==> src/adcc_pkg.sv <==
// shared constants and carriers of the converter control
package adcc_pkg;
	// ************************************************************
	// clock, rates and serial timing
	// ************************************************************
	localparam int CLK_HZ = 200_000_000;
	localparam int CLK_KHZ = 200_000;
	localparam int ADC12_KSPS = 1000;
	localparam int ADC6_KSPS = 1860;
	localparam int DAC_KSPS = 500;
	// least sample period, rounded up to whole cycles
	localparam int ADC12_PER = (CLK_KHZ + ADC12_KSPS - 1) / ADC12_KSPS;
	localparam int ADC6_PER = (CLK_KHZ + ADC6_KSPS - 1) / ADC6_KSPS;
	localparam int DAC_PER = (CLK_KHZ + DAC_KSPS - 1) / DAC_KSPS;
	localparam int RATE_CW = 9;
	localparam int BAUD_BPS = 9600;
	localparam int UART_BIT_CYC = CLK_HZ / BAUD_BPS;
	localparam int UART_CW = 16;
	localparam int UART_DATA_BITS = 8;
	// ************************************************************
	// widths and calibration
	// ************************************************************
	localparam int SAMPLE_W = 12;
	localparam int RESULT_W = 16;
	localparam int ACC_W = 20;
	localparam logic [3:0] OS_LOG2_MIN = 4'h1;
	localparam logic [3:0] OS_LOG2_MAX = 4'h8;
	localparam logic [3:0] OS_RES_LOG2 = 4'h4;
	localparam int GAIN_SHIFT = 7;
	localparam int SINE_AW = 5;
	localparam int SINE_LEN = 32;
	localparam logic [11:0] DAC_MAX = 12'hfff;
	// ************************************************************
	// selections
	// ************************************************************
	typedef enum logic [2:0] {CH_EXT = 3'b000, CH_TEMP = 3'b001, CH_VDD = 3'b010,
		CH_GND = 3'b011, CH_DACLOOP = 3'b100} adcc_chan_t;
	typedef enum logic [1:0] {FILT_NONE = 2'b00, FILT_RC = 2'b01,
		FILT_DECAP = 2'b10} adcc_filt_t;
	typedef enum logic [2:0] {AREF_1V25 = 3'b000, AREF_2V5 = 3'b001, AREF_VDD = 3'b010,
		AREF_5VDIFF = 3'b011, AREF_2VDD = 3'b100} adcc_aref_t;
	typedef enum logic [1:0] {DREF_1V25 = 2'b00, DREF_2V5 = 2'b01,
		DREF_VDD = 2'b10} adcc_dref_t;
	typedef struct packed {
		logic enable;
		logic lowRes;
		logic osEnable;
		logic [3:0] osLog2;
		adcc_chan_t chan;
		adcc_filt_t filt;
		adcc_aref_t refSrc;
	} adcc_adc_cfg_t;
	typedef struct packed {
		logic enable;
		logic sineMode;
		logic [4:0] sineStep;
		adcc_dref_t refSrc;
		logic signed [7:0] offset;
		logic [7:0] gain;
	} adcc_dac_cfg_t;
	localparam adcc_adc_cfg_t ADC_CFG_RST = '{enable: 1'b0, lowRes: 1'b0, osEnable: 1'b0,
		osLog2: 4'h4, chan: CH_EXT, filt: FILT_NONE, refSrc: AREF_1V25};
	localparam adcc_dac_cfg_t DAC_CFG_RST = '{enable: 1'b0, sineMode: 1'b0, sineStep: 5'h01,
		refSrc: DREF_1V25, offset: 8'h00, gain: 8'h80};
endpackage : adcc_pkg

==> src/adcc_converter_control.sv <==
// converter control: sar sequencing, oversampling, dac path, command receiver
`timescale 1ns/10ps
module adcc_converter_control import adcc_pkg::*; #(
	parameter int UART_BIT_CYCLES = UART_BIT_CYC
) (
	// clock and reset
	input wire logic mclk,
	input wire logic reset,
	// configuration from the command interpreter
	input wire adcc_adc_cfg_t adcCfg,
	input wire adcc_dac_cfg_t dacCfg,
	input wire logic pinAltFunc,
	input wire logic [11:0] dacCode,
	input wire logic dacCodeValid,
	// sar analog macro
	input wire logic sarDone,
	input wire logic [11:0] sarData,
	output logic sarStart,
	output adcc_chan_t sarChan,
	output adcc_filt_t sarFilt,
	output adcc_aref_t sarRef,
	output logic sarLowRes,
	// conversion results
	output logic [15:0] result,
	output logic resultValid,
	// dac macro and pin functions
	output logic [11:0] dacOut,
	output logic dacStrobe,
	output adcc_dref_t dacRef,
	output logic inputPinAnalog,
	output logic outputPinAnalog,
	// serial command link
	input wire logic uartRx,
	output logic [7:0] rxByte,
	output logic rxValid,
	output logic rxFrameErr
);
	// ************************************************************
	// configuration capture
	// ************************************************************
	adcc_adc_cfg_t adcCfg_reg;
	adcc_dac_cfg_t dacCfg_reg;
	// reset defaults leave both converters idle until configured
	always_ff @(posedge mclk or posedge reset) begin
		if (reset) begin
			adcCfg_reg <= ADC_CFG_RST;
			dacCfg_reg <= DAC_CFG_RST;
		end else begin
			adcCfg_reg <= adcCfg;
			dacCfg_reg <= dacCfg;
		end
	end
	// ************************************************************
	// adc sample rate divider
	// ************************************************************
	logic [RATE_CW-1:0] adcCnt_reg;
	wire [RATE_CW-1:0] adcPer = adcCfg_reg.lowRes ? RATE_CW'(ADC6_PER - 1) :
		RATE_CW'(ADC12_PER - 1);
	wire adcTick = adcCfg_reg.enable && (adcCnt_reg == '0);
	always_ff @(posedge mclk or posedge reset) begin
		if (reset) adcCnt_reg <= '0;
		else if (!adcCfg_reg.enable || adcCnt_reg == '0) adcCnt_reg <= adcPer;
		else adcCnt_reg <= adcCnt_reg - 1'b1;
	end
	// ************************************************************
	// conversion sequencing and accumulate-and-dump
	// ************************************************************
	typedef enum logic [1:0] {A_IDLE = 2'b00, A_WAIT = 2'b01} adcc_astate_t;
	adcc_astate_t aState_reg;
	logic [ACC_W-1:0] acc_reg;
	logic [8:0] accCnt_reg;
	// oversampling ratio clamped to the range the accumulator holds
	wire [3:0] osLog2 = (adcCfg_reg.osLog2 < OS_LOG2_MIN) ? OS_LOG2_MIN :
		(adcCfg_reg.osLog2 > OS_LOG2_MAX) ? OS_LOG2_MAX : adcCfg_reg.osLog2;
	wire [11:0] sample = adcCfg_reg.lowRes ? {6'h00, sarData[11:6]} : sarData;
	wire take = (aState_reg == A_WAIT) && sarDone;
	wire [ACC_W-1:0] accSum = acc_reg + {8'h00, sample};
	wire [8:0] accCntNext = accCnt_reg + 1'b1;
	wire [8:0] osTarget = 9'h001 << osLog2;
	wire accDump = accCntNext >= osTarget; // a ratio lowered mid-run dumps at once, no overrun
	// scale the sum to sixteen bits; below 16x the low bits are only padding
	wire [ACC_W-1:0] accDown = accSum >> (osLog2 - OS_RES_LOG2);
	wire [ACC_W-1:0] accUp = accSum << (OS_RES_LOG2 - osLog2);
	wire [15:0] osResult = (osLog2 >= OS_RES_LOG2) ? accDown[15:0] : accUp[15:0];
	always_ff @(posedge mclk or posedge reset) begin
		if (reset) begin
			aState_reg <= A_IDLE;
			acc_reg <= '0;
			accCnt_reg <= '0;
			result <= '0;
			resultValid <= 1'b0;
		end else begin
			resultValid <= 1'b0;
			case (aState_reg)
				A_IDLE: begin
					if (adcTick) aState_reg <= A_WAIT;
					if (!adcCfg_reg.osEnable) begin
						acc_reg <= '0;
						accCnt_reg <= '0;
					end
				end
				A_WAIT: begin
					if (take) begin
						aState_reg <= A_IDLE;
						if (!adcCfg_reg.osEnable) begin
							result <= {4'h0, sample};
							resultValid <= 1'b1;
						end else if (accDump) begin
							result <= osResult;
							resultValid <= 1'b1;
							acc_reg <= '0;
							accCnt_reg <= '0;
						end else begin
							acc_reg <= accSum;
							accCnt_reg <= accCntNext;
						end
					end
				end
				default: aState_reg <= A_IDLE;
			endcase
		end
	end
	// ************************************************************
	// sar macro controls and pin ownership
	// ************************************************************
	always_ff @(posedge mclk or posedge reset) begin
		if (reset) begin
			sarStart <= 1'b0;
			sarChan <= CH_EXT;
			sarFilt <= FILT_NONE;
			sarRef <= AREF_1V25;
			sarLowRes <= 1'b0;
			dacRef <= DREF_1V25;
			inputPinAnalog <= 1'b1;
			outputPinAnalog <= 1'b1;
		end else begin
			sarStart <= adcTick && (aState_reg == A_IDLE);
			sarChan <= adcCfg_reg.chan;
			sarFilt <= adcCfg_reg.filt;
			sarRef <= adcCfg_reg.refSrc;
			sarLowRes <= adcCfg_reg.lowRes;
			dacRef <= dacCfg_reg.refSrc;
			// an enabled converter keeps its pin; only an idle one is handed over
			inputPinAnalog <= adcCfg_reg.enable || !pinAltFunc;
			outputPinAnalog <= dacCfg_reg.enable || !pinAltFunc;
		end
	end
	// ************************************************************
	// dac path: host code or sine table, then calibration
	// ************************************************************
	localparam logic [11:0] SINE_LUT [SINE_LEN] = '{
		12'h800, 12'h98f, 12'hb0f, 12'hc71, 12'hda7, 12'hea6, 12'hf63, 12'hfd8,
		12'hfff, 12'hfd8, 12'hf63, 12'hea6, 12'hda7, 12'hc71, 12'hb0f, 12'h98f,
		12'h800, 12'h671, 12'h4f1, 12'h38f, 12'h259, 12'h15a, 12'h09d, 12'h028,
		12'h001, 12'h028, 12'h09d, 12'h15a, 12'h259, 12'h38f, 12'h4f1, 12'h671};
	logic [RATE_CW-1:0] dacCnt_reg;
	logic [11:0] hostCode_reg;
	logic [SINE_AW-1:0] sineIdx_reg;
	wire dacTick = dacCfg_reg.enable && (dacCnt_reg == '0);
	wire [11:0] rawCode = dacCfg_reg.sineMode ? SINE_LUT[sineIdx_reg] : hostCode_reg;
	// gain is unsigned with 0x80 as unity, offset signed; the sum saturates
	wire [19:0] gained = 20'(rawCode * dacCfg_reg.gain) >> GAIN_SHIFT;
	wire signed [20:0] calSum = $signed({1'b0, gained}) + 21'(dacCfg_reg.offset);
	wire [11:0] calCode = (calSum < 0) ? 12'h000 :
		(calSum > $signed({9'h000, DAC_MAX})) ? DAC_MAX : calSum[11:0];
	always_ff @(posedge mclk or posedge reset) begin
		if (reset) begin
			dacCnt_reg <= '0;
			hostCode_reg <= '0;
			sineIdx_reg <= '0;
			dacOut <= '0;
			dacStrobe <= 1'b0;
		end else begin
			dacStrobe <= dacTick;
			if (dacCodeValid) hostCode_reg <= dacCode;
			if (!dacCfg_reg.enable || dacCnt_reg == '0) dacCnt_reg <= RATE_CW'(DAC_PER - 1);
			else dacCnt_reg <= dacCnt_reg - 1'b1;
			if (dacTick) begin
				dacOut <= calCode;
				if (dacCfg_reg.sineMode) sineIdx_reg <= sineIdx_reg + dacCfg_reg.sineStep;
			end
		end
	end
	// ************************************************************
	// serial command receiver, 8N1; the text parser sits downstream
	// ************************************************************
	logic [2:0] rxSync_reg;
	logic rxLevel_reg;
	logic rxBusy_reg;
	logic [UART_CW-1:0] bitCnt_reg;
	logic [3:0] bitIdx_reg;
	logic [8:0] shift_reg;
	// a level change counts only once the second and third stages agree
	always_ff @(posedge mclk or posedge reset) begin
		if (reset) begin
			rxSync_reg <= 3'h7;
			rxLevel_reg <= 1'b1;
		end else begin
			rxSync_reg <= {rxSync_reg[1:0], uartRx};
			if (rxSync_reg[1] == rxSync_reg[2]) rxLevel_reg <= rxSync_reg[2];
		end
	end
	wire bitDue = rxBusy_reg && (bitCnt_reg == '0);
	wire frameEnd = bitDue && (bitIdx_reg == 4'(UART_DATA_BITS + 1));
	// start found at mid bit; a false start is dropped when it reads high
	always_ff @(posedge mclk or posedge reset) begin
		if (reset) begin
			rxBusy_reg <= 1'b0;
			bitCnt_reg <= '0;
			bitIdx_reg <= '0;
			shift_reg <= '0;
			rxByte <= '0;
			rxValid <= 1'b0;
			rxFrameErr <= 1'b0;
		end else begin
			rxValid <= 1'b0;
			rxFrameErr <= 1'b0;
			if (!rxBusy_reg) begin
				if (!rxLevel_reg) begin
					rxBusy_reg <= 1'b1;
					bitCnt_reg <= UART_CW'(UART_BIT_CYCLES / 2);
					bitIdx_reg <= '0;
				end
			end else if (bitDue) begin
				bitCnt_reg <= UART_CW'(UART_BIT_CYCLES - 1);
				bitIdx_reg <= bitIdx_reg + 1'b1;
				shift_reg <= {rxLevel_reg, shift_reg[8:1]};
				if (bitIdx_reg == '0 && rxLevel_reg) rxBusy_reg <= 1'b0;
				if (frameEnd) begin
					rxBusy_reg <= 1'b0;
					rxByte <= shift_reg[8:1];
					rxValid <= rxLevel_reg;
					rxFrameErr <= !rxLevel_reg;
				end
			end else begin
				bitCnt_reg <= bitCnt_reg - 1'b1;
			end
		end
	end
endmodule : adcc_converter_control

==> config.mk <==
export PLATFORM = sky130hd
export DESIGN_NAME = adcc_converter_control
export DESIGN_NICKNAME = d
export VERILOG_FILES = /design/src/adcc_pkg.sv /design/src/adcc_converter_control.sv
export SDC_FILE = /design/constraint.sdc
export NUM_CORES = 1
export LEC_CHECK = 0
export ABC_CLOCK_PERIOD_IN_PS = 7400
export BUFFER_PORTS_ARGS = -buffer_cell sky130_fd_sc_hd__clkbuf_2
export CAP_MARGIN = 20
export CORE_MARGIN = 4
export CORE_UTILIZATION = 56
export CTS_CLUSTER_DIAMETER = 50
export DETAILED_ROUTE_END_ITERATION = 7
export GPL_ROUTABILITY_DRIVEN = 1
export GPL_TIMING_DRIVEN = 1
export PLACE_DENSITY = 0.79
export SYNTH_ARGS = -nofsm -noshare
export SYNTH_HDL_FRONTEND = slang
export SYNTH_SLANG_ARGS = --single-unit
==> constraint.sdc <==
create_clock -name mclk -period 7.4 [get_ports mclk]
set_input_delay 0.74 -clock mclk [delete_from_list [all_inputs] [get_ports mclk]]
set_output_delay 0.74 -clock mclk [all_outputs]
set_load 0.005 [all_outputs]
==> flow_summary.ini, run 1 <==
[status]
status = complete, no violations

[setup_path]
reg2reg_slack_ns = 0.02
cp_slowest_cell = fa_1
crit_buf_inv = 7
cp.required_ns = 7.71
worst_ep_arrival_time_ns = 7.68
slowest_delay_ns = 0.51
path_max_fanout = 6
crit_type = reg2reg
crit_path_start_kind = register
crit_top_cell = ha_1
critical_path.endpoint_type = register
worst_path_dominant_cell_family = compound AO/OA/AOI/OAI gates

[synthesis]
synth.net_count = 1751
synth_top_flop_cell = dfrtp_1
yosysWarningCount = 0
postSynthAreaPerCell_um2 = 9.55
synthTopCellsByArea = dfrtp_1 32%, fa_1 8.6%, ha_1 8.5%, nand2_1 3.9%, mux2_2 3.2%
netlist.area_leader.share = 0.315
async_reset_ff_frac = 1.00
ys_ff_latch = 192
synth_edf_count = 0
synth_seq_area_share = 0.332
synth_cell_types = 94
yosysTopAreaCell = dfrtp_1
synth_cells = 1520
syn-cell-area_mm2 = 0.0145

[floorplan]
core.rowCount = 58
die_h_um = 169
coreArea_mm2 = 0.0253
ios = 124
initial_core_util = 0.573
die_width_um = 169
die_area_mm2 = 0.0286

[placed_design]
dp_hpwl_mm = 26.6
io_buffer_count = 123
routabilityCongestion = 0.956

[timing]
whs_ns = 0.348
slew_violations = 0
finalCritPeriodShare = 0.997
fin_skew_ns = 0.0222
finalSetupTns_ns = 0
relSlewSlack = 0.306
fmax_mhz = 136
worst_pin_slew_ns = 1.03
rsz0062_at_grt = yes
finalSetupViolations = 0
final-hold-violation-count = 0
fin_crit_ns = 7.38

[clocking]
cts_root_buf = clkbuf_16
cts_buffers = 17
cts_sinks = 192
cts_htree_levels = 4
path_clk_slew_ns = 0.09
cts_tree = yes
cts_hold_repair.buffers = 0
clockBufferDepth = 2
clkLatencyLatePin_ns = 0.45

[finish]
diodes = 0
utilization = 0.675
syn_to_final_growth_pct = 17.7
drive_gt1_frac = 0.253
fin_nets = 1913
largest_reg_flops = 25

[route]
drc = 0
ant_nets = 0
drt_iter0_markers = 1331
first_pass_iters = 8
vias = 12500
vias_per_cell = 6.16
wl_per_cell_um = 19.1
wirelength_mm = 38.6

[grt]
grt_pass1_vias = 12300
antenna_found_initial = 0
grt_pass1_wl_mm = 61.2
grt_max_degree = 137
grt_usage = 0.259
overflow = 0

[run]
cap_viol_max_count = 0

[power]
irDropWorstVdd_uv = 470
power.leakage_nw = 8.00
powerDensity_mw_per_mm2 = 356

[min_path]
hold_path.class = reg2reg
==> placed cells by master, fill, tap and decap left out, drive strengths merged, types with 17 or more instances in the layout <==
cell type	n
inv	122
and2	47
dfrtp	183
clkbuf	140
mux2	41
a21oi	72
a22o	22
o21ai	86
nor2	83
mux2i	19
o211ai	17
nand2	153
nand3	35
nor2b	43
a211oi	21
xor2	21
o31ai	17
nand2b	25
a21o	25
ha	99
nor3	22
fa	62
buf	90
xnor2	29
==> synthesized netlist by cell type, types with 25 or more instances <==
library cell / n
ha_1: 99
dfrtp_1: 183
xnor2_1: 28
nand3_1: 35
o21ai_0: 86
nor2b_1: 43
and2_1: 46
inv_1: 113
nand2_1: 152
nand2b_1: 25
a21oi_1: 71
mux2_2: 41
clkbuf_1: 50
nor2_1: 82
fa_1: 62
==> layout make-up <==
cell class	count	area [um2]
Clock inverter	15	220
Fill cell	1901	8240
Inverter	115	442
Multi-Input combinational cell	1143	9420
Sequential cell	192	4820
Timing Repair Buffer	213	1350
Tap cell	330	413
Clock buffer	17	425
==> report_power, final <==
part           switching, mW  total (mW)  internal, mW
clock                  0.511        1.02         0.504
sequential            0.0418        1.13          1.09
combinational           2.17        3.93          1.77
==> final timing paths <==
| check | startpoint | endpoint | cells past startpoint |
|---|---|---|---|
| worst min register to register | adcCfg_reg[5] | sarChan[0] | 0 |
| min in group asynchronous | reset | rxByte[3] | 2 |
| max in group asynchronous | reset | acc_reg[11] | 3 |
| worst min-delay path | adcCfg_reg[5] | sarChan[0] | 0 |
| worst max register to register | sineIdx_reg[1] | dacOut[7] | 34 |
| worst max-delay path | sineIdx_reg[1] | dacOut[7] | 34 |
==> worst reg2reg max path, delay by kind of cell (launching register included) <==
family                   cells  cell delay, ns
adder cells (fa/ha/maj)      7            2.31
AO/OA/AOI/OAI               10            2.36
XOR/XNOR                     1            0.18
flip-flops                   1            0.45
AND/OR/NAND/NOR              9            1.15
buffers and inverters        7            0.81
==> repair_timing <==
action | CTS | global route
pin swaps | 12 | 67
cloned | 2 | 1
gates resized for setup | 24 | 108
setup endpoints to repair | 12 | 12
setup buffers | 10 | 24
==> cells by family (layout without fill, tap and decap cells) <==
kind of cell | after synthesis | in the layout | synth area share
and+or+nand+nor | 482 | 482 | 0.168
muxes | 73 | 73 | 0.0651
xor gates and xnor gates | 50 | 50 | 0.0307
buffers and inverters | 185 | 360 | 0.0554
adders and majority gates | 162 | 162 | 0.172
DFF | 192 | 192 | 0.332
AOI/OAI and AO/OA | 376 | 376 | 0.177
==> through the flow <==
step | instances | power, mW | instance area [um2] | setup slack (ns)
after global placement | 1957 | 4.15 | 15600 | 0.0620
after CTS | 2001 | 5.49 | 16400 | 0.00639
final | 2025 | 6.08 | 17100 | 0.0230
after global routing | 2025 | 6.46 | 17100 | -0.246
after detailed placement | 1957 | 4.26 | 15600 | -0.0972
after floorplan | 1520 | 3.42 | 14600 | 0.00204
==> layer usage <==
| metal | global-route usage | part of all wire |
|---|---|---|
| met1 | 0.330 | 0.40 |
| met2 | 0.462 | 0.51 |
| met3 | 0.0395 | 0.055 |
| met4 | 0.0697 | 0.028 |
| met5 | 0 | 0 |
Note: power is estimated with default switching activity, not from simulation.
==> inputs of run 2 (changes only) <==
- ABC_CLOCK_PERIOD_IN_PS: 7400 -> 8000
- CORE_UTILIZATION: 56 -> 60
- PLACE_DENSITY: 0.79 -> 0.8
- clock period: 7.4 -> 8 ns (I/O delays scaled with it)
==> run 2 against run 1 <==
Clock-buffer cell count unchanged. Routed wire length fell by 5.2%. Via count is 3.4% lower. Flip-flop and latch count unchanged. Clock skew shrank 0.0012 ns. Cell count shrank 3.3%. Clock power shrank 7%. Total power decreased by 18%. Critical path depth shrank 3. Sequential share of layout area rose by 1.5 points. Die area decreased by 6.4%. First-iteration DRC count shrank 25%.
==> flow_summary.ini, run 2 (synthesis gave the netlist of run 1 again) <==
[status]
status = complete, no violations

[setup_path]
slowest_delay_ns = 0.56
critical_path.endpoint_type = register
reg2reg_from = sineIdx_reg[0]
crit_top_cell = fa_1
cp_slowest_cell = fa_1
reg2reg_slack_ns = 0.20
crit_buf_inv = 5
reg2regPathDepth = 31
worst_ep_arrival_time_ns = 8.09
r2r-end = dacOut[8]
cp.required_ns = 8.29
worst_path_dominant_cell_family = adder cells
crit_path_start_kind = register
path_max_fanout = 8
crit_type = reg2reg

[min_path]
holdPathEnd = sarRef[2]
hold_start = adcCfg_reg[2]
hold_path_depth = 0
hold_path.class = reg2reg

[route]
ant_nets = 0
drt_iter0_markers = 1000
vias = 12000
wl_per_cell_um = 18.7
wirelength_mm = 36.6
drc = 0
vias_per_cell = 6.15
first_pass_iters = 6

[clocking]
cts_htree_levels = 4
cts_root_buf = clkbuf_16
cts_tree = yes
clockBufferDepth = 2
cts_buffers = 17
path_clk_slew_ns = 0.09
clkLatencyLatePin_ns = 0.46
cts_sinks = 192

[timing]
slew_violations = 0
fmax_mhz = 128
finalSetupViolations = 0
whs_ns = 0.344
relSlewSlack = 0.371
fin_skew_ns = 0.0210
final-hold-violation-count = 0
finalCritPeriodShare = 0.975
fin_crit_ns = 7.80
worst_pin_slew_ns = 0.944

[power]
pwr-share-seq = 0.208
power.leakage_nw = 7.67
swShare = 0.447
irDropWorstVdd_uv = 512
power_mw = 5.00
cellInternalPower_mw = 2.77
powerDensity_mw_per_mm2 = 309
pwr-share-clk = 0.190
comb_power_share = 0.602
power_switching_mw = 2.24

[finish]
fillerInstances = 1904
final_common_cell = dfrtp_1
syn_to_final_growth_pct = 11.6
utilization = 0.686
mostFrequentLayoutCells = 183 x dfrtp_1, 152 x nand2_1, 123 x clkbuf_2, 111 x inv_1, 94 x ha_1
largest_reg_flops = 25
finish.instance_area_mm2 = 0.0162
regArea_mm2 = 0.00482
drive_gt1_frac = 0.182
multi_input_area_mm2 = 0.00902
fin_nets = 1857

[placed_design]
dpl_cell_area_mm2 = 0.0154
dp_hpwl_mm = 26.3
io_buffer_count = 123
routabilityCongestion = 0.938

[grt]
overflow = 0
antenna_found_initial = 1
grt_usage = 0.273
grt_pass1_wl_mm = 59.2
grt_max_degree = 130
grt_pass1_vias = 12100

[floorplan]
initial_core_util = 0.615
die_area_mm2 = 0.0267
coreArea_mm2 = 0.0236
ios = 124
die_h_um = 164
core.rowCount = 56
die_width_um = 164

[run]
cap_viol_max_count = 0
[run 2: cell types whose count changed in the layout (fill, tap and decap cells not counted), moves of 7 or more]
| cell | delta |
|---|---|
| buf_4 | -46 |
| and2_1 | +7 |
| and2_4 | -7 |
| ha_1 | +11 |
| buf_6 | -10 |
| nor2_1 | +7 |
[run 2: per-stage QoR]
| stage | std cells | TNS (ns) | setup WS (ns) |
|---|---|---|---|
| finish | 1959 | 0 | 0.200 |
| global route | 1959 | -0.675 | -0.0760 |
| CTS | 1952 | 0 | 0.0149 |
| detailed placement | 1920 | -0.0213 | -0.0110 |
| global placement | 1920 | 0 | 0.171 |
| floorplan | 1520 | 0 | 0.101 |
[run 2: final cells by class]
type / instances / share of cell area
tap: 319 / 0.0246
timing repair buffer: 157 / 0.0539
sequential: 192 / 0.297
clock inverter: 15 / 0.0136
clock buffer: 17 / 0.0263
multi-input combinational: 1143 / 0.557
inverter: 115 / 0.0271
antenna: 1 / 0.000154
[run 2: worst max path at each step]
stage	start	end	slack [ns]	cells after the start
detailed placement	sineIdx_reg[1]	dacOut[11]	-0.01	29
finish	sineIdx_reg[0]	dacOut[8]	0.20	31
CTS	sineIdx_reg[1]	dacOut[8]	0.01	29
global route	sineIdx_reg[0]	dacOut[8]	-0.08	31
floorplan	sineIdx_reg[0]	dacOut[0]	0.10	30
global placement	sineIdx_reg[1]	dacOut[11]	0.17	29
[run 2: layer usage]
metal  share of wire  wire length, um  track usage
met4           0.033             1210        0.114
met5               0                0            0
met2            0.51            18500        0.463
met3           0.058             2140       0.0464
met1            0.40            14800        0.349
[run 2: timing repair]
item	CTS	global route
resized for setup	0	37
setup buffers	0	3
hold buffers	0	0
endpoints found under the setup margin	0	12
[run 2: worst reg2reg max path, delay by kind of cell, from the launching register on]
| family | cells | cell delay (ns) |
|---|---|---|
| muxes | 2 | 0.64 |
| DFF | 1 | 0.39 |
| AOI/OAI and AO/OA | 10 | 1.59 |
| adders and majority gates | 7 | 2.89 |
| xor gates and xnor gates | 1 | 0.11 |
| buffers and inverters | 5 | 0.63 |
| and+or+nand+nor | 6 | 1.39 |
[run 2: power groups by stage]
stage / sequential, mW / clock, mW / combinational (mW)
CTS: 1.04 / 0.965 / 2.74
detailed placement: 1.06 / 0 / 2.68
finish: 1.04 / 0.950 / 3.01
floorplan: 1.04 / 0 / 2.06
global route: 1.05 / 1.00 / 3.31
global placement: 1.06 / 0 / 2.60
==> inputs of run 3 (changes only) <==
--- a/config.mk
+++ b/config.mk
@@ -10,4 +10,6 @@
 export CAP_MARGIN = 20
+export CELL_PAD_IN_SITES_DETAIL_PLACEMENT = 1
+export CELL_PAD_IN_SITES_GLOBAL_PLACEMENT = 2
 export CORE_MARGIN = 4
-export CORE_UTILIZATION = 60
+export CORE_UTILIZATION = 39
 export CTS_CLUSTER_DIAMETER = 50
@@ -16,3 +18,3 @@
 export GPL_TIMING_DRIVEN = 1
-export PLACE_DENSITY = 0.8
+export PLACE_DENSITY_LB_ADDON = 0.1
 export SYNTH_ARGS = -nofsm -noshare
==> constraint.sdc (replaced) <==
create_clock -name mclk -period 8 [get_ports mclk]
set_input_delay 0.4 -clock mclk [delete_from_list [all_inputs] [get_ports mclk]]
set_output_delay 0.4 -clock mclk [all_outputs]
set_load 0.005 [all_outputs]
==> run 3 against run 2 <==
Clock-buffer cell count rose by 1. Largest power group unchanged. Die area rose by 51%. First-iteration DRC count fell by 44%. Maximum frequency rose by 3.3%. Final area rose by 1.9%. Sequential share of layout area fell by 0.56 points. Hold slack got worse by 0.31 ns. Register-to-register slack improved by 0.25 ns. Sequential power barely moved.
==> flow_summary.ini, run 3 (synthesis gave the netlist of run 1 again) <==
[floorplan]
initial_core_util = 0.396
ios = 124
die_area_mm2 = 0.0404
die_h_um = 201
coreArea_mm2 = 0.0367
die_width_um = 201
core.rowCount = 70

[timing]
whs_ns = 0.0342
slew_violations = 0
fin_crit_ns = 7.55
worst_pin_slew_ns = 1.00
finalCritPeriodShare = 0.944
finalSetupViolations = 0
finalSetupTns_ns = 0
fmax_mhz = 132
relSlewSlack = 0.324
fin_skew_ns = 0.0103
final-hold-violation-count = 0

[grt]
grt_usage = 0.211
overflow = 0
grt_pass1_vias = 12800
antenna_found_initial = 0
grt_pass1_wl_mm = 69.6
grt_max_degree = 125

[finish]
fin_nets = 1874
syn_to_final_growth_pct = 13.8
mostFrequentLayoutCells = 182 x dfrtp_1, 152 x nand2_1, 124 x clkbuf_2, 112 x inv_1, 96 x ha_1
final_common_cell = dfrtp_1
stdcell_count = 2124
diodes = 0
utilization = 0.450
largest_reg_flops = 25
drive_gt1_frac = 0.186

[setup_path]
slowest_delay_ns = 0.53
crit_type = reg2reg
crit_top_cell = ha_1
cp.required_ns = 8.34
cp_slowest_cell = fa_1
critical_path.endpoint_type = register
path_max_fanout = 6
crit_path_start_kind = register
worst_ep_arrival_time_ns = 7.89

[power]
irDropWorstVdd_uv = 270
power.leakage_nw = 7.74
powerDensity_mw_per_mm2 = 304

[clocking]
cts_buffers = 17
cts_htree_levels = 4
clkLatencyLatePin_ns = 0.47
cts_sinks = 192
cts_tree = yes
clockBufferDepth = 2
cts_root_buf = clkbuf_16
path_clk_slew_ns = 0.08

[route]
wirelength_mm = 42.4
drt_iter0_markers = 562
drc = 0
first_pass_iters = 5
wl_per_cell_um = 20.0
vias_per_cell = 5.61
vias = 11900
ant_nets = 0

[run]
cap_viol_max_count = 0

[placed_design]
dp_hpwl_mm = 31.2
dp.cells = 2074
io_buffer_count = 123
routabilityCongestion = 0.832

[status]
status = complete, no violations

[min_path]
hold_path.class = in2reg
-- run 3: cell types whose count changed in the layout (fill, tap and decap cells not counted), sizes merged --
| cell | previous run | this run |
|---|---|---|
| buf | 34 | 41 |
| bufinv | 0 | 1 |
| clkbuf | 140 | 142 |
| clkinv | 3 | 6 |
| clkinvlp | 0 | 2 |
| diode | 1 | 0 |
| dlygate4sd3 | 0 | 9 |
| inv | 127 | 120 |
-- run 3: power breakdown --
part | switching, mW | internal, mW
clock network | 0.459 | 0.462
registers | 0.0365 | 1.01
logic | 1.72 | 1.34
total | 2.22 | 2.80
-- run 3: area by class of cell --
type,instances,area [um2]
inverter,115,439
sequential,192,4820
timing repair buffer,174,1020
clock buffer,18,439
multi-input combinational,1143,9020
tap,468,586
clock inverter,14,186
fill,4264,20200
-- run 3: per-layer routing --
metal | global-route usage | up-vias | share of wire
li1 | - | 5625 | -
met1 | 0.273 | 6112 | 0.45
met2 | 0.371 | 156 | 0.51
met3 | 0.0344 | 33 | 0.028
met4 | 0.0519 | 0 | 0.014
met5 | 0 | - | 0
-- run 3: stage by stage --
step	total power [mW]	cell area (um2)	setup WS, ns
6_report	5.02	16500	0.450
5_1_grt	5.48	16500	-0.00716
4_1_cts	4.87	16300	0.114
3_5_place_dp	3.91	15600	0.155
3_3_place_gp	3.88	15600	0.330
2_1_floorplan	3.10	14500	0.101
-- run 3: final timing paths --
check / start / endpoint / slack (ns) / cells after the start
max reg2reg: sineIdx_reg[0] / dacOut[9] / 0.45 / 34
max: sineIdx_reg[0] / dacOut[9] / 0.45 / 34
max in group asynchronous: reset / dacOut[5] / 6.39 / 3
min reg2reg: adcCfg_reg[1] / sarRef[1] / 0.35 / 0
min in group asynchronous: reset / dacRef[1] / 0.14 / 2
min: adcCfg[9] / adcCfg_reg[9] / 0.03 / 1
-- run 3: critical path, delay by kind of cell (launching register included) --
family                   cells  cell delay, ns
XOR/XNOR                     1            0.17
adder cells (fa/ha/maj)      7            2.65
buffers and inverters        5            0.54
AND/OR/NAND/NOR              9            1.09
multiplexers                 1            0.46
flip-flops                   1            0.36
AO/OA/AOI/OAI               11            2.16
-- run 3: what timing repair did --
action                                 4_1_cts  5_1_grt
buffers inserted                             0        7
endpoints found under the hold margin        9        0
setup endpoints to repair                    0       12
gates resized for setup                      0       36
hold buffers                                 9        0
